$ cat src/logic/adc_cfg.svh
/*
  Offsets, field positions, reset values and divider figures of the
  converter configuration register bank.
  Assumes it is included by its bare name before any module that uses it.
*/
// Functional notes
// - rate/clock/chain register at index 0x01, resets to 0x96.
// - test-signal register at index 0x02, resets to 0xC0.
// - reference/bias register at index 0x03, resets to 0x60.
// - bit 6 picks daisy-chain (0) or multiple readback (1); resets 0.
// - bit 5 drives oscillator out only while clock source pin is high.
// - rate_div sets output rate: modulator (clock/2) over 64..4096; 111 never written.
// - test_src_internal 1 generates test signal inside, 0 expects outside one.
// - test_amp_sel picks single (0) or double (1) test amplitude.
// - test_freq_sel: clock/2^21, clock/2^20, 11 dc; 10 never used.
// - refbuf_on 0 powers reference buffer down, 1 enables; resets 0.
// - bias_measure_en routes bias input to channels selecting 010.
// - bias_ref_internal picks internal supply midpoint as bias reference.
// - bias_buf_on 0 powers bias buffer down, 1 enables; resets 0.
// - bias_sense_en enables bias lead-off sensing.
// - bias_lead_status read-only, resets 0, 1 means electrode disconnected.
`ifndef ADC_CFG_SVH
`define ADC_CFG_SVH

// ==========================================================
// register indices (byte address is four times the index)
`define IDX_RATE 6'h01
`define IDX_TEST 6'h02
`define IDX_REFB 6'h03
`define IDX_IRQ_STAT 6'h04
`define IDX_IRQ_MASK 6'h05

// ==========================================================
// reset values
`define RST_RATE 8'h96
`define RST_TEST 8'hC0
`define RST_REFB 8'h60

// ==========================================================
// field positions
`define B_READBACK 6
`define B_OSC_OUT 5
`define RATE_FORBID 3'h7
`define B_TEST_SRC 4
`define B_TEST_AMP 2
`define TFREQ_SLOW 2'h0
`define TFREQ_FAST 2'h1
`define TFREQ_DC 2'h3
`define B_REFBUF 7
`define B_BIAS_MEASURE_EN 4
`define B_BIAS_REF 3
`define B_BIAS_BUF 2
`define B_BIAS_SENSE 1
`define B_BIAS_STAT 0
`define IRQ_DRDY 0
`define IRQ_LEAD 1

// ==========================================================
// dividers: code 000 is 64 modulator periods of 2 clocks = 2^7
`define RATE_LOG2_BASE 7
`define TEST_LOG2_SLOW 21

`endif

$ cat src/logic/adc_pkg.sv
/*
  Types of the converter configuration register bank.
  Assumes the AHB-Lite bus is 32 bits wide with a single slave.
*/
package adc_pkg;

  typedef enum logic [1:0] {
    trans_idle,
    trans_busy,
    trans_nonseq,
    trans_seq
  } htrans_type;

  typedef struct packed {
    logic hsel;
    logic [31:0] haddr;
    htrans_type htrans;
    logic hwrite;
    logic [2:0] hsize;
    logic [31:0] hwdata;
    logic hready;
  } ahb_req_type;

  typedef struct packed {
    logic [31:0] hrdata;
    logic hreadyout;
    logic hresp;
  } ahb_rsp_type;

endpackage

$ cat src/logic/adc_config_regs.sv
/*
  Global configuration register bank of a multichannel converter:
  rate/clock/chain, test-signal and reference/bias registers, an
  output-rate strobe, an internal test-signal generator and an
  interrupt pair (read-clear status, mask), all behind AHB-Lite.
  Assumes inputs are synchronous to i_clk and one master on the bus.
*/
`timescale 1ns/1ps
`include "adc_cfg.svh"

module adc_config_regs
  import adc_pkg::*;
#(
  parameter int RATE_LOG2_BASE = `RATE_LOG2_BASE,
  parameter int TEST_LOG2 = `TEST_LOG2_SLOW
) (
  input wire logic i_clk,
  input wire logic i_rst_n,
  input wire ahb_req_type i_ahb,
  output ahb_rsp_type o_ahb,
  input wire logic i_clock_source_pin,
  input wire logic i_bias_lead_off,
  output logic o_readback_multi,
  output logic o_osc_out_en,
  output logic o_data_ready,
  output logic o_test_internal,
  output logic o_test_wave,
  output logic o_test_amp_x2,
  output logic o_refbuf_on,
  output logic o_bias_measure_en,
  output logic o_bias_ref_internal,
  output logic o_bias_buf_on,
  output logic o_bias_sense_en,
  output logic o_irq
);

  localparam int RCW = RATE_LOG2_BASE + 6;
  localparam int TCW = TEST_LOG2 - 1;

  initial begin
    if (RATE_LOG2_BASE < 1 || RATE_LOG2_BASE > 20) begin
      $error("RATE_LOG2_BASE out of range");
    end
    if (TEST_LOG2 < 3 || TEST_LOG2 > 30) begin
      $error("TEST_LOG2 out of range");
    end
  end

  // ==========================================================
  // bus slave
  logic [7:0] rate;
  logic [7:0] test;
  logic [7:1] refb;
  logic lead_stat;
  logic [1:0] irq_stat;
  logic [1:0] irq_mask;
  logic wr_pend;
  logic rd_pend;
  logic [5:0] idx;
  logic hi_zero;

  // reads take one wait state so the answer reflects any write just before
  wire take = i_ahb.hsel && i_ahb.hready && i_ahb.htrans[1];
  wire high_ok = (i_ahb.haddr[31:8] == 24'h000000);

  wire hit_rate = hi_zero && (idx == `IDX_RATE);
  wire hit_test = hi_zero && (idx == `IDX_TEST);
  wire hit_refb = hi_zero && (idx == `IDX_REFB);
  wire hit_stat = hi_zero && (idx == `IDX_IRQ_STAT);
  wire hit_mask = hi_zero && (idx == `IDX_IRQ_MASK);

  wire wr_rate = wr_pend && hit_rate;
  wire wr_test = wr_pend && hit_test;
  wire wr_refb = wr_pend && hit_refb;
  wire wr_mask = wr_pend && hit_mask;
  wire rd_stat = rd_pend && hit_stat;

  wire [7:0] refb_rd = {refb, lead_stat};
  wire [7:0] rd_byte =
    hit_rate ? rate :
    hit_test ? test :
    hit_refb ? refb_rd :
    hit_stat ? {6'h00, irq_stat} :
    hit_mask ? {6'h00, irq_mask} : 8'h00;

  always_ff @(posedge i_clk or negedge i_rst_n) begin
    if (!i_rst_n) begin
      wr_pend <= 1'b0;
      rd_pend <= 1'b0;
      idx <= 6'h00;
      hi_zero <= 1'b0;
    end else begin
      wr_pend <= take && i_ahb.hwrite;
      rd_pend <= take && !i_ahb.hwrite;
      if (take) begin
        idx <= i_ahb.haddr[7:2];
        hi_zero <= high_ok;
      end
    end
  end

  always_ff @(posedge i_clk or negedge i_rst_n) begin
    if (!i_rst_n) begin
      o_ahb.hrdata <= 32'h00000000;
      o_ahb.hreadyout <= 1'b1;
      o_ahb.hresp <= 1'b0;
    end else begin
      o_ahb.hresp <= 1'b0;
      if (take && !i_ahb.hwrite) begin
        o_ahb.hreadyout <= 1'b0;
      end else if (rd_pend) begin
        o_ahb.hreadyout <= 1'b1;
        o_ahb.hrdata <= {24'h000000, rd_byte};
      end
    end
  end

  // ==========================================================
  // configuration registers
  wire [2:0] wr_code = i_ahb.hwdata[2:0];
  // a forbidden rate code is refused and the old divider kept
  wire [2:0] next_code = (wr_code == `RATE_FORBID) ? rate[2:0] : wr_code;

  always_ff @(posedge i_clk or negedge i_rst_n) begin
    if (!i_rst_n) begin
      rate <= `RST_RATE;
      test <= `RST_TEST;
      refb <= 7'(`RST_REFB >> 1);
    end else begin
      if (wr_rate) begin
        rate <= {i_ahb.hwdata[7:3], next_code};
      end
      if (wr_test) begin
        test <= i_ahb.hwdata[7:0];
      end
      if (wr_refb) begin
        refb <= i_ahb.hwdata[7:1];
      end
    end
  end

  assign o_readback_multi = rate[`B_READBACK];
  assign o_test_internal = test[`B_TEST_SRC];
  assign o_test_amp_x2 = test[`B_TEST_AMP];
  assign o_refbuf_on = refb[`B_REFBUF];
  assign o_bias_measure_en = refb[`B_BIAS_MEASURE_EN];
  assign o_bias_ref_internal = refb[`B_BIAS_REF];
  assign o_bias_buf_on = refb[`B_BIAS_BUF];
  assign o_bias_sense_en = refb[`B_BIAS_SENSE];

  // ==========================================================
  // oscillator out and lead status
  always_ff @(posedge i_clk or negedge i_rst_n) begin
    if (!i_rst_n) begin
      o_osc_out_en <= 1'b0;
      lead_stat <= 1'b0;
    end else begin
      o_osc_out_en <= rate[`B_OSC_OUT] && i_clock_source_pin;
      // sensing off shows a connected electrode
      lead_stat <= refb[`B_BIAS_SENSE] && i_bias_lead_off;
    end
  end

  // ==========================================================
  // output-rate strobe: 2^(base+code) clocks per sample
  logic [RCW-1:0] rcnt;
  wire [RCW-1:0] rate_last = RCW'((64'd1 << (RATE_LOG2_BASE + int'(rate[2:0]))) - 64'd1);
  wire rate_end = (rcnt >= rate_last);

  always_ff @(posedge i_clk or negedge i_rst_n) begin
    if (!i_rst_n) begin
      rcnt <= '0;
      o_data_ready <= 1'b0;
    end else begin
      o_data_ready <= rate_end;
      rcnt <= rate_end ? '0 : rcnt + 1'b1;
    end
  end

  // ==========================================================
  // test signal: half period 2^20 or 2^19 clocks at the default length
  logic [TCW-1:0] tcnt;
  logic wave;
  wire [1:0] tfreq = test[1:0];
  wire [TCW-1:0] test_last = (tfreq == `TFREQ_FAST) ? {1'b0, {(TCW-1){1'b1}}} : {TCW{1'b1}};
  wire pulsed = (tfreq == `TFREQ_SLOW) || (tfreq == `TFREQ_FAST);
  wire test_end = (tcnt >= test_last);
  wire next_wave = (tfreq == `TFREQ_DC) || (pulsed && wave);

  always_ff @(posedge i_clk or negedge i_rst_n) begin
    if (!i_rst_n) begin
      tcnt <= '0;
      wave <= 1'b0;
      o_test_wave <= 1'b0;
    end else begin
      tcnt <= (test_end || !pulsed) ? '0 : tcnt + 1'b1;
      if (test_end && pulsed) begin
        wave <= !wave;
      end
      o_test_wave <= test[`B_TEST_SRC] && next_wave;
    end
  end

  // ==========================================================
  // interrupts: sticky, read-clear, a new event beats the clear
  logic lead_q;
  wire [1:0] ev = {lead_stat && !lead_q, o_data_ready};

  always_ff @(posedge i_clk or negedge i_rst_n) begin
    if (!i_rst_n) begin
      lead_q <= 1'b0;
      irq_stat <= 2'h0;
      irq_mask <= 2'h0;
      o_irq <= 1'b0;
    end else begin
      lead_q <= lead_stat;
      irq_stat <= (rd_stat ? 2'h0 : irq_stat) | ev;
      if (wr_mask) begin
        irq_mask <= i_ahb.hwdata[1:0];
      end
      o_irq <= |(irq_stat & irq_mask);
    end
  end

  // ==========================================================
  // checks
  logic first;
  logic [RCW:0] gap;
  logic have_prev;
  logic rate_chg;

  always_ff @(posedge i_clk or negedge i_rst_n) begin
    if (!i_rst_n) begin
      first <= 1'b1;
      gap <= '0;
      have_prev <= 1'b0;
      rate_chg <= 1'b0;
    end else begin
      first <= 1'b0;
      gap <= o_data_ready ? (RCW+1)'(1) : gap + 1'b1;
      if (o_data_ready) begin
        have_prev <= 1'b1;
      end
      rate_chg <= wr_rate ? 1'b1 : (o_data_ready ? 1'b0 : rate_chg);
    end
  end
endmodule

$ cat config.mk
export PLATFORM = sky130hd
export DESIGN_NAME = adc_config_regs
export DESIGN_NICKNAME = d
export VERILOG_FILES = /design/src/logic/adc_pkg.sv /design/src/logic/adc_config_regs.sv
export VERILOG_INCLUDE_DIRS = /design/src /design/src/logic
export SDC_FILE = /design/constraint.sdc
export NUM_CORES = 1
export LEC_CHECK = 0
export BUFFER_PORTS_ARGS = -buffer_cell sky130_fd_sc_hd__buf_2
export CORE_AREA = 2 2 95 97
export DETAILED_ROUTE_END_ITERATION = 8
export DIE_AREA = 0 0 97 99
export PLACE_DENSITY = 0.81
export SYNTH_ARGS = -nofsm -noshare
export SYNTH_HDL_FRONTEND = slang
export SYNTH_SLANG_ARGS = --single-unit
$ cat constraint.sdc
create_clock -name i_clk -period 4 [get_ports i_clk]
set_input_delay 1 -clock i_clk [delete_from_list [all_inputs] [get_ports i_clk]]
set_output_delay 1 -clock i_clk [all_outputs]
set_load 0.02 [all_outputs]
* After elaboration in Yosys (flattened, before gate mapping)
Index checks and enable logic that the tools add are counted.
** Storage, ports and cells
- Input bits :: 76
- Output and inout port bits :: 46
- Register bits :: 85
** Cells by class
- Shift operators :: 1
- Muxes and demuxes :: 11
- Order comparisons :: 2
- Eq/ne operators :: 8
- Add/subtract/negate cells :: 4
- Bitwise gates (word level) :: 4
- Reductions and logical operators :: 33
** Operator list (number)
- 20-bit 2-to-1 mux :: 2
- 24-bit zero test :: 1
- 8-bit 2-to-1 mux :: 3
- 20-bit by 1-bit adder with 20-bit output, second input constant :: 1
- 20-bit greater-or-equal comparator :: 1
- 1-bit logical AND :: 20
- 13-bit by 1-bit adder with 13-bit output, second input constant :: 1
- 13-bit greater-or-equal comparator :: 1
- 13-bit 2-to-1 mux :: 1
- 1-bit by 4-bit << shifter with 13-bit output, first input constant :: 1
- 13-bit by 1-bit subtractor with 13-bit output, second input constant :: 1
- 6-bit by 2-bit equality test with 1-bit output, second input constant :: 2
- 6-bit by 3-bit equality test with 1-bit output, second input constant :: 2
- 6-bit by 1-bit equality test with 1-bit output, second input constant :: 1
- 2-bit 2-to-1 mux :: 3
- 3-bit by 3-bit adder with 4-bit output, first input constant :: 1
- 1-bit zero test :: 4
- 2-bit AND reduction :: 2
- 3-bit equality test, second input constant :: 1
- 1-bit logical OR :: 3
- 2-bit AND :: 1
- 2-bit by 1-bit equality test with 1-bit output, second input constant :: 1
- 2-bit equality test, second input constant :: 1
- 2-bit zero test :: 1
- 5 further kinds :: 7

* Logic depth before layout (Yosys ltp)
Gate-level depths: netlist of the first run.
- Word-level depth :: 7
- Mapped depth :: 10

* Worst setup path after synthesis of the first run
OpenSTA, ideal clock, no wires.
- Path type :: register to register
- From :: register rate[1]
- To :: register rcnt[10]
- Clock period less this slack :: 2.352 ns
- Arrival time :: 2.216 ns
- Slack :: 1.648 ns
- Cell stages (with the launch flop) :: 10
- Cells stage by stage :: dfstp_2 clkbuf_1 o21ai_0 nand2b_1 ha_1 and4_1 o21ai_0 o22ai_1 clkbuf_1 nor3_1
** Between the ends
- Cells in the longest elaborated chain, start to end :: 5
** Ends and longest elaborated chain
- from (decl) :: RTL line adc_config_regs.sv:51 : logic [7:0] rate;
- from (signal assigned) :: RTL line adc_config_regs.sv:126 : rate <= `RST_RATE;
- from (signal assigned) :: RTL line adc_config_regs.sv:131 : rate <= {i_ahb.hwdata[7:3], next_code};
- 3-bit by 3-bit adder with 4-bit output :: RTL line adc_config_regs.sv:167 : wire [RCW-1:0] rate_last = RCW'((64'd1 << (RATE_LOG2_BASE + int'(rate[2:0]))) - 64'd1);
- 1-bit by 4-bit << shifter with 13-bit output :: RTL line adc_config_regs.sv:167
- 13-bit by 1-bit subtractor with 13-bit output :: RTL line adc_config_regs.sv:167
- 13-bit greater-or-equal comparator :: RTL line adc_config_regs.sv:168 : wire rate_end = (rcnt >= rate_last);
- 13-bit 2-to-1 mux :: RTL line adc_config_regs.sv:176 : rcnt <= rate_end ? '0 : rcnt + 1'b1;
- to (signal assigned) :: RTL line adc_config_regs.sv:176
- to (decl) :: RTL line adc_config_regs.sv:166 : logic [RCW-1:0] rcnt;
Every way passes these cells.
A chain may end at the register's enable or synchronous reset.

* Worst setup path after layout of the first run
- From :: register rate[1]
- To :: register rcnt[12]
The elaborated chain is that of the path after synthesis.

==> flow_summary.ini, run 1 <==
[job]
maxCapViolations = 0

[timing]
fin_crit_ns = 2.69
final-hold-violation-count = 0
fin_skew_ns = 0.0205
setup_viol = 0
fmax_mhz = 372
drv_slew = 0
tns_ns = 0
worstMarginPinSlew_ns = 1.06
finalCritPeriodShare = 0.672
rsz0062_at_grt = false
hold-worst-slack_ns = 0.395
maxSlewHeadroom = 0.296

[power_and_ir_drop]
pwr_density_cell_mw_per_mm2 = 368
ir_drop_v = 0.000231
p_leak_nw = 2.28

[yosys]
ys_seq_elements = 85
synthCells = 401
syn_area_sq_mm = 0.00439
yosys_warnings = 0
synth_compound_area_frac = 0.101
synth_simple_gate_area_frac = 0.163
ys_seq_area_frac = 0.487
synthMuxAreaShare = 0.0944
synth_top_family_by_area = simple AND/OR/NAND/NOR gates
synth_edf_count = 0
synth_area_per_cell_sq_um = 10.9
synth_top_cell_area_share = 0.433
synth_common_cells = 76 x dfrtp_1, 30 x mux2_2, 26 x buf_4
yosysUniqueCellTypes = 53
synth_ff_type = dfrtp_1
synth_top_area_cell = dfrtp_1
synth.area.top_cells = dfrtp_1 43%, mux2_2 7.7%, dfstp_2 5.4%
synth_most_common_cell = dfrtp_1
synth-xor-area-share = 0.0479
synthAdderAreaFrac = 0.0371
async_flop_share = 1.00

[clock_network]
clock_sinks = 85
cts.htree.levels = 3
clk_pin_slew_ns = 0.10
cts_made_buffers = 9
cts_tree = done
root_buffer = clkbuf_8
ctsResizeCount = 0
cts_setup_buffers = 0
clockBufferDepth = 2
worst_skew_pair.late_latency_ns = 0.37
ctsHoldBuffers = 0

[floorplan]
fp.dieW_um = 97
initial_core_util = 0.513
core_sq_mm = 0.00855
die_h_um = 99
dieArea_sq_mm = 0.00960
row_count = 34
io_pins = 122

[grt]
grt_max_degree = 86
track_usage = 0.186
grt_pass1_wl_um = 14500
antenna_found_initial = 0
grt_pass1_vias = 3117
gr-total-overflow = 0

[critical_path]
worstSetupPathType = register to register
rr_worst_depth = 7
worstPathRequired_ns = 4.19
critPathArrivalTime_ns = 2.88
path_max_fanout = 14
worst_setup_path_start_kind = register
crit_slowest_cell = o22ai_1
end_kind = register
cpPeakStageDelay_ns = 0.81
crit_chain = o21ai_0 -> nand2b_1 -> ha_1 -> and4_1 -> o2111ai_1 -> o22ai_1 -> nor3_1

[cells_and_area]
n_antenna_cell = 0
drive_gt1_frac = 0.278
nets = 552
final_cells = 576
nFillCells = 683
area.sequential_sq_mm = 0.00214
areaGrowthSynthToFinish_pct = 12.3
design_area_sq_mm = 0.00493
multiInputGateArea_sq_mm = 0.00205

[drt]
num_vias = 3149
dr.pass1.iters = 4
wl_um = 8390
drc_errors = 0
drt_iter0_drc = 177
avgViaCountPerCell = 5.47
ant_nets = 0
wire_per_inst_um = 14.6

[min_path]
hold_class = register to register
whs_path_depth = 0

[placement]
place.gp.congestion = 0.826
portBuffers = 66
dpl.cell_count = 560
dp_hpwl_um = 6000
post_dp_cell_area_sq_mm = 0.00470

[status]
status = finished, final reports clean
==> registers in the layout, summed over array words and instances (netlist names), 2 cells and up <==
| name | count |
|---|---|
| rcnt | 13 |
| tcnt | 20 |
| irq_stat | 2 |
| irq_mask | 2 |
| idx | 6 |
| o_ahb | 9 |
| refb | 7 |
| rate | 8 |
| test | 8 |
==> path summary, 6_finish.rpt <==
| path | start | end | slack, ns |
|---|---|---|---|
| max | rate[1]$_DFFE_PN1P_ | rcnt[12]$_DFF_PN0_ | 1.31 |
| min in group asynchronous | i_rst_n | rate[3]$_DFFE_PN0P_ | 0.80 |
| max reg2reg | rate[1]$_DFFE_PN1P_ | rcnt[12]$_DFF_PN0_ | 1.31 |
| min | lead_stat$_DFF_PN0_ | lead_q$_DFF_PN0_ | 0.40 |
| min reg2reg | lead_stat$_DFF_PN0_ | lead_q$_DFF_PN0_ | 0.40 |
| max in group asynchronous | i_rst_n | idx[4]$_DFFE_PN0P_ | 2.51 |
==> cell type report <==
type | count | area share
Clock inverter | 7 | 0.0208
Clock buffer | 9 | 0.0251
Multi-Input combinational cell | 289 | 0.416
Inverter | 11 | 0.00837
Sequential cell | 85 | 0.434
Timing Repair Buffer | 67 | 0.0690
Tap cell | 108 | 0.0274
==> metal layers <==
metal	vias to the layer above	GRT usage	wire (um)
met1	1539	0.244	3810
met4	0	0.0737	129
met3	10	0.0397	317
met5	-	0	0
met2	75	0.305	4130
li1	1525	-	-
==> layout by cell type (no fill, tap or decap), types with 5 or more instances in the layout <==
cell      instances
a21oi_1          11
a22o_1           13
and2_1            5
and4_1            5
buf_2            65
clkbuf_8          9
conb_1           27
dfrtp_1          76
dfstp_2           9
ha_1             13
inv_1            11
mux2_1            5
mux2_2           30
nand2_1          18
nand3_1          11
nand4_1          13
nor2_1           22
nor2b_1           9
nor3_1           17
nor4_1            8
o21ai_0          10
or3_1             6
xnor2_1          10
xor2_1           14
==> per-stage QoR <==
step / setup WS [ns] / util / total power [mW]
2_1_floorplan: 1.65 / - / 1.10
3_3_place_gp: 1.27 / 0.550 / 1.15
3_5_place_dp: 1.19 / 0.550 / 1.15
4_1_cts: 1.30 / 0.577 / 1.84
5_1_grt: 1.09 / 0.577 / 1.90
6_report: 1.31 / 0.577 / 1.82
==> cells by family (layout without fill, tap and decap cells) <==
| kind of cell | after synthesis | count (layout) |
|---|---|---|
| multiplexers | 37 | 37 |
| flip-flops | 85 | 85 |
| AO/OA/AOI/OAI | 61 | 61 |
| buffers and inverters | 52 | 94 |
| XOR/XNOR | 24 | 24 |
| other | 2 | 27 |
| adder cells (fa/ha/maj) | 13 | 13 |
| AND/OR/NAND/NOR | 127 | 127 |
==> where the power goes <==
part,switching (mW),internal [mW]
Combinational,0.106,0.0895
Sequential,0.0468,0.896
Clock,0.319,0.359
Total,0.471,1.34
==> worst max-delay path: cells and delay by family (launching register included) <==
kind	cells	cell delay [ns]
fa+ha+maj	1	0.30
flops	1	0.62
simple gates	3	0.54
compound gates	3	1.07
(Power assumes the default switching activity.)
==> inputs of run 2 (changes only) <==
--- a/config.mk
+++ b/config.mk
@@ -7,10 +7,10 @@
 export NUM_CORES = 1
 export LEC_CHECK = 0
 export BUFFER_PORTS_ARGS = -buffer_cell sky130_fd_sc_hd__buf_2
-export CORE_AREA = 2 2 95 97
+export CORE_AREA = 2 2 100 102
 export DETAILED_ROUTE_END_ITERATION = 8
-export DIE_AREA = 0 0 97 99
-export PLACE_DENSITY = 0.81
+export DIE_AREA = 0 0 102 104
+export PLACE_DENSITY = 0.77
 export SYNTH_ARGS = -nofsm -noshare
 export SYNTH_HDL_FRONTEND = slang
 export SYNTH_SLANG_ARGS = --single-unit
==> constraint.sdc (replaced) <==
create_clock -name i_clk -period 2.4 [get_ports i_clk]
set_input_delay 0.6 -clock i_clk [delete_from_list [all_inputs] [get_ports i_clk]]
set_output_delay 0.6 -clock i_clk [all_outputs]
set_load 0.02 [all_outputs]
==> flow_summary.ini, run 2 (same netlist as run 1, synthesis figures left out) <==
[power_and_ir_drop]
comb_power_share = 0.126
pwr-share-seq = 0.535
total_power_mw = 2.90
swShare = 0.252
clockPowerShare = 0.339
switching_power_mw = 0.733
internal_power_mw = 2.17
ir_drop_v = 0.000294
pwr_density_cell_mw_per_mm2 = 579
p_leak_nw = 2.32

[cells_and_area]
final_cells = 614
drive_gt1_frac = 0.287
final_util = 0.526
areaGrowthSynthToFinish_pct = 14.4
final_common_cell = dfrtp_1
largest-register = tcnt
reg.largest.list = tcnt x20, rcnt x13, o_ahb x9
final_cell_mix = 76 x dfrtp_1, 65 x buf_2, 30 x mux2_2
nFillCells = 819
n_antenna_cell = 0
nets = 565
largest_register_ffs = 20

[timing]
maxSlewHeadroom = 0.591
setup_viol = 0
finalCritPeriodShare = 0.917
fin_skew_ns = 0.0114
rsz0062_at_grt = false
fmax_mhz = 454
drv_slew = 0
final-hold-violation-count = 0
fin_crit_ns = 2.20
worstMarginPinSlew_ns = 0.612
tns_ns = 0

[drt]
num_vias = 3251
drt_iter0_drc = 204
wl_um = 8650
ant_nets = 0
dr.pass1.iters = 4
avgViaCountPerCell = 5.29
wire_per_inst_um = 14.1
drc_errors = 0

[grt]
antenna_found_initial = 0
track_usage = 0.172
grt_max_degree = 40
gr-total-overflow = 0
grt_pass1_vias = 3139
grt_pass1_wl_um = 14700

[floorplan]
core_sq_mm = 0.00955
dieArea_sq_mm = 0.0106
initial_core_util = 0.460
row_count = 36
die_h_um = 104
fp.dieW_um = 102
io_pins = 122

[critical_path]
crit_slowest_cell = dfstp_2
crit_family = flip-flops
worstPathRequired_ns = 2.62
crit_chain = o21ai_0 -> nand2b_1 -> ha_1 -> and4_1 -> o2111ai_1 -> o22ai_1 -> buf_4 -> nor3_1
worst_setup_path_start_kind = register
worstSetupPathType = register to register
path_max_fanout = 8
cpPeakStageDelay_ns = 0.62
rr_worst_depth = 8
path_buf_inv = 1
end_kind = register
critPathArrivalTime_ns = 2.42
r2r_setup_slack_ns = 0.20
cp.depth = 8

[min_path]
hold_class = input port to async pin

[clock_network]
clockBufferDepth = 2
cts.htree.levels = 3
cts_made_buffers = 9
root_buffer = clkbuf_8
clock_sinks = 85
clk_pin_slew_ns = 0.08
ctsResizeCount = 0
worst_skew_pair.late_latency_ns = 0.35
cts_tree = done
ctsHoldBuffers = 0
cts_setup_buffers = 0

[placement]
dpl.cell_count = 598
place.gp.congestion = 0.787
dp_hpwl_um = 6370
portBuffers = 66

[job]
maxCapViolations = 0

[status]
status = finished, final reports clean
-- run 2: cell count changes in the layout (fill, tap and decap cells not counted) --
cell and delta:
buf_4 +13, clkbuf_1 +5, inv_6 -3, bufinv_16 -1
clkbuf_8 +1, clkinv_4 -1, clkinvlp_4 -1
-- run 2: path summary, 6_finish.rpt --
kind / startpoint / endpoint
setup / recovery: rate[1]$_DFFE_PN1P_ / rcnt[4]$_DFF_PN0_
hold / removal: i_rst_n / o_test_wave$_DFF_PN0_
setup reg to reg: rate[1]$_DFFE_PN1P_ / rcnt[4]$_DFF_PN0_
hold reg to reg: lead_stat$_DFF_PN0_ / lead_q$_DFF_PN0_
max in group asynchronous: i_rst_n / rate[2]$_DFFE_PN1P_
min in group i_clk: lead_stat$_DFF_PN0_ / lead_q$_DFF_PN0_
-- run 2: area by class of cell --
class                      instances  area (sq um)  area share
sequential                        85          2140       0.426
clock buffer                      15           156      0.0312
tap                              133           166      0.0332
multi-input combinational        289          2050       0.408
timing repair buffer              80           438      0.0872
inverter                          11          41.3     0.00823
clock inverter                     1          30.0     0.00598
-- run 2: worst register-to-register path, delay by kind of cell, from the launching register on --
kind / cells / cell delay [ns]
flops: 1 / 0.62
fa+ha+maj: 1 / 0.29
simple gates: 3 / 0.42
compound gates: 3 / 0.53
buf+inv: 1 / 0.22
-- run 2: metrics by stage --
stage / worst slack [ns] / instance area [sq um] / hold WS [ns]
finish: 0.198 / 5020 / 0.196
global route: 0.0401 / 5020 / 0.220
CTS: 0.206 / 5020 / 0.201
detailed placement: 0.236 / 4830 / 0.406
global placement: 0.237 / 4830 / 0.391
floorplan: 0.0483 / 4480 / 0.304
-- run 2: power groups by stage --
stage / clock network [mW] / registers (mW) / logic, mW
2_1_floorplan: 0 / 1.57 / 0.268
3_3_place_gp: 0 / 1.58 / 0.354
3_5_place_dp: 0 / 1.58 / 0.366
4_1_cts: 1.01 / 1.55 / 0.367
5_1_grt: 1.07 / 1.56 / 0.407
6_report: 0.984 / 1.55 / 0.366
-- run 2: per-layer routing --
| metal | GRT usage | vias to the layer above | share of wire |
|---|---|---|---|
| met1 | 0.210 | 1604 | 0.44 |
| met5 | 0 | - | 0 |
| li1 | - | 1553 | - |
| met3 | 0.0269 | 17 | 0.030 |
| met2 | 0.296 | 77 | 0.51 |
| met4 | 0.0752 | 0 | 0.022 |
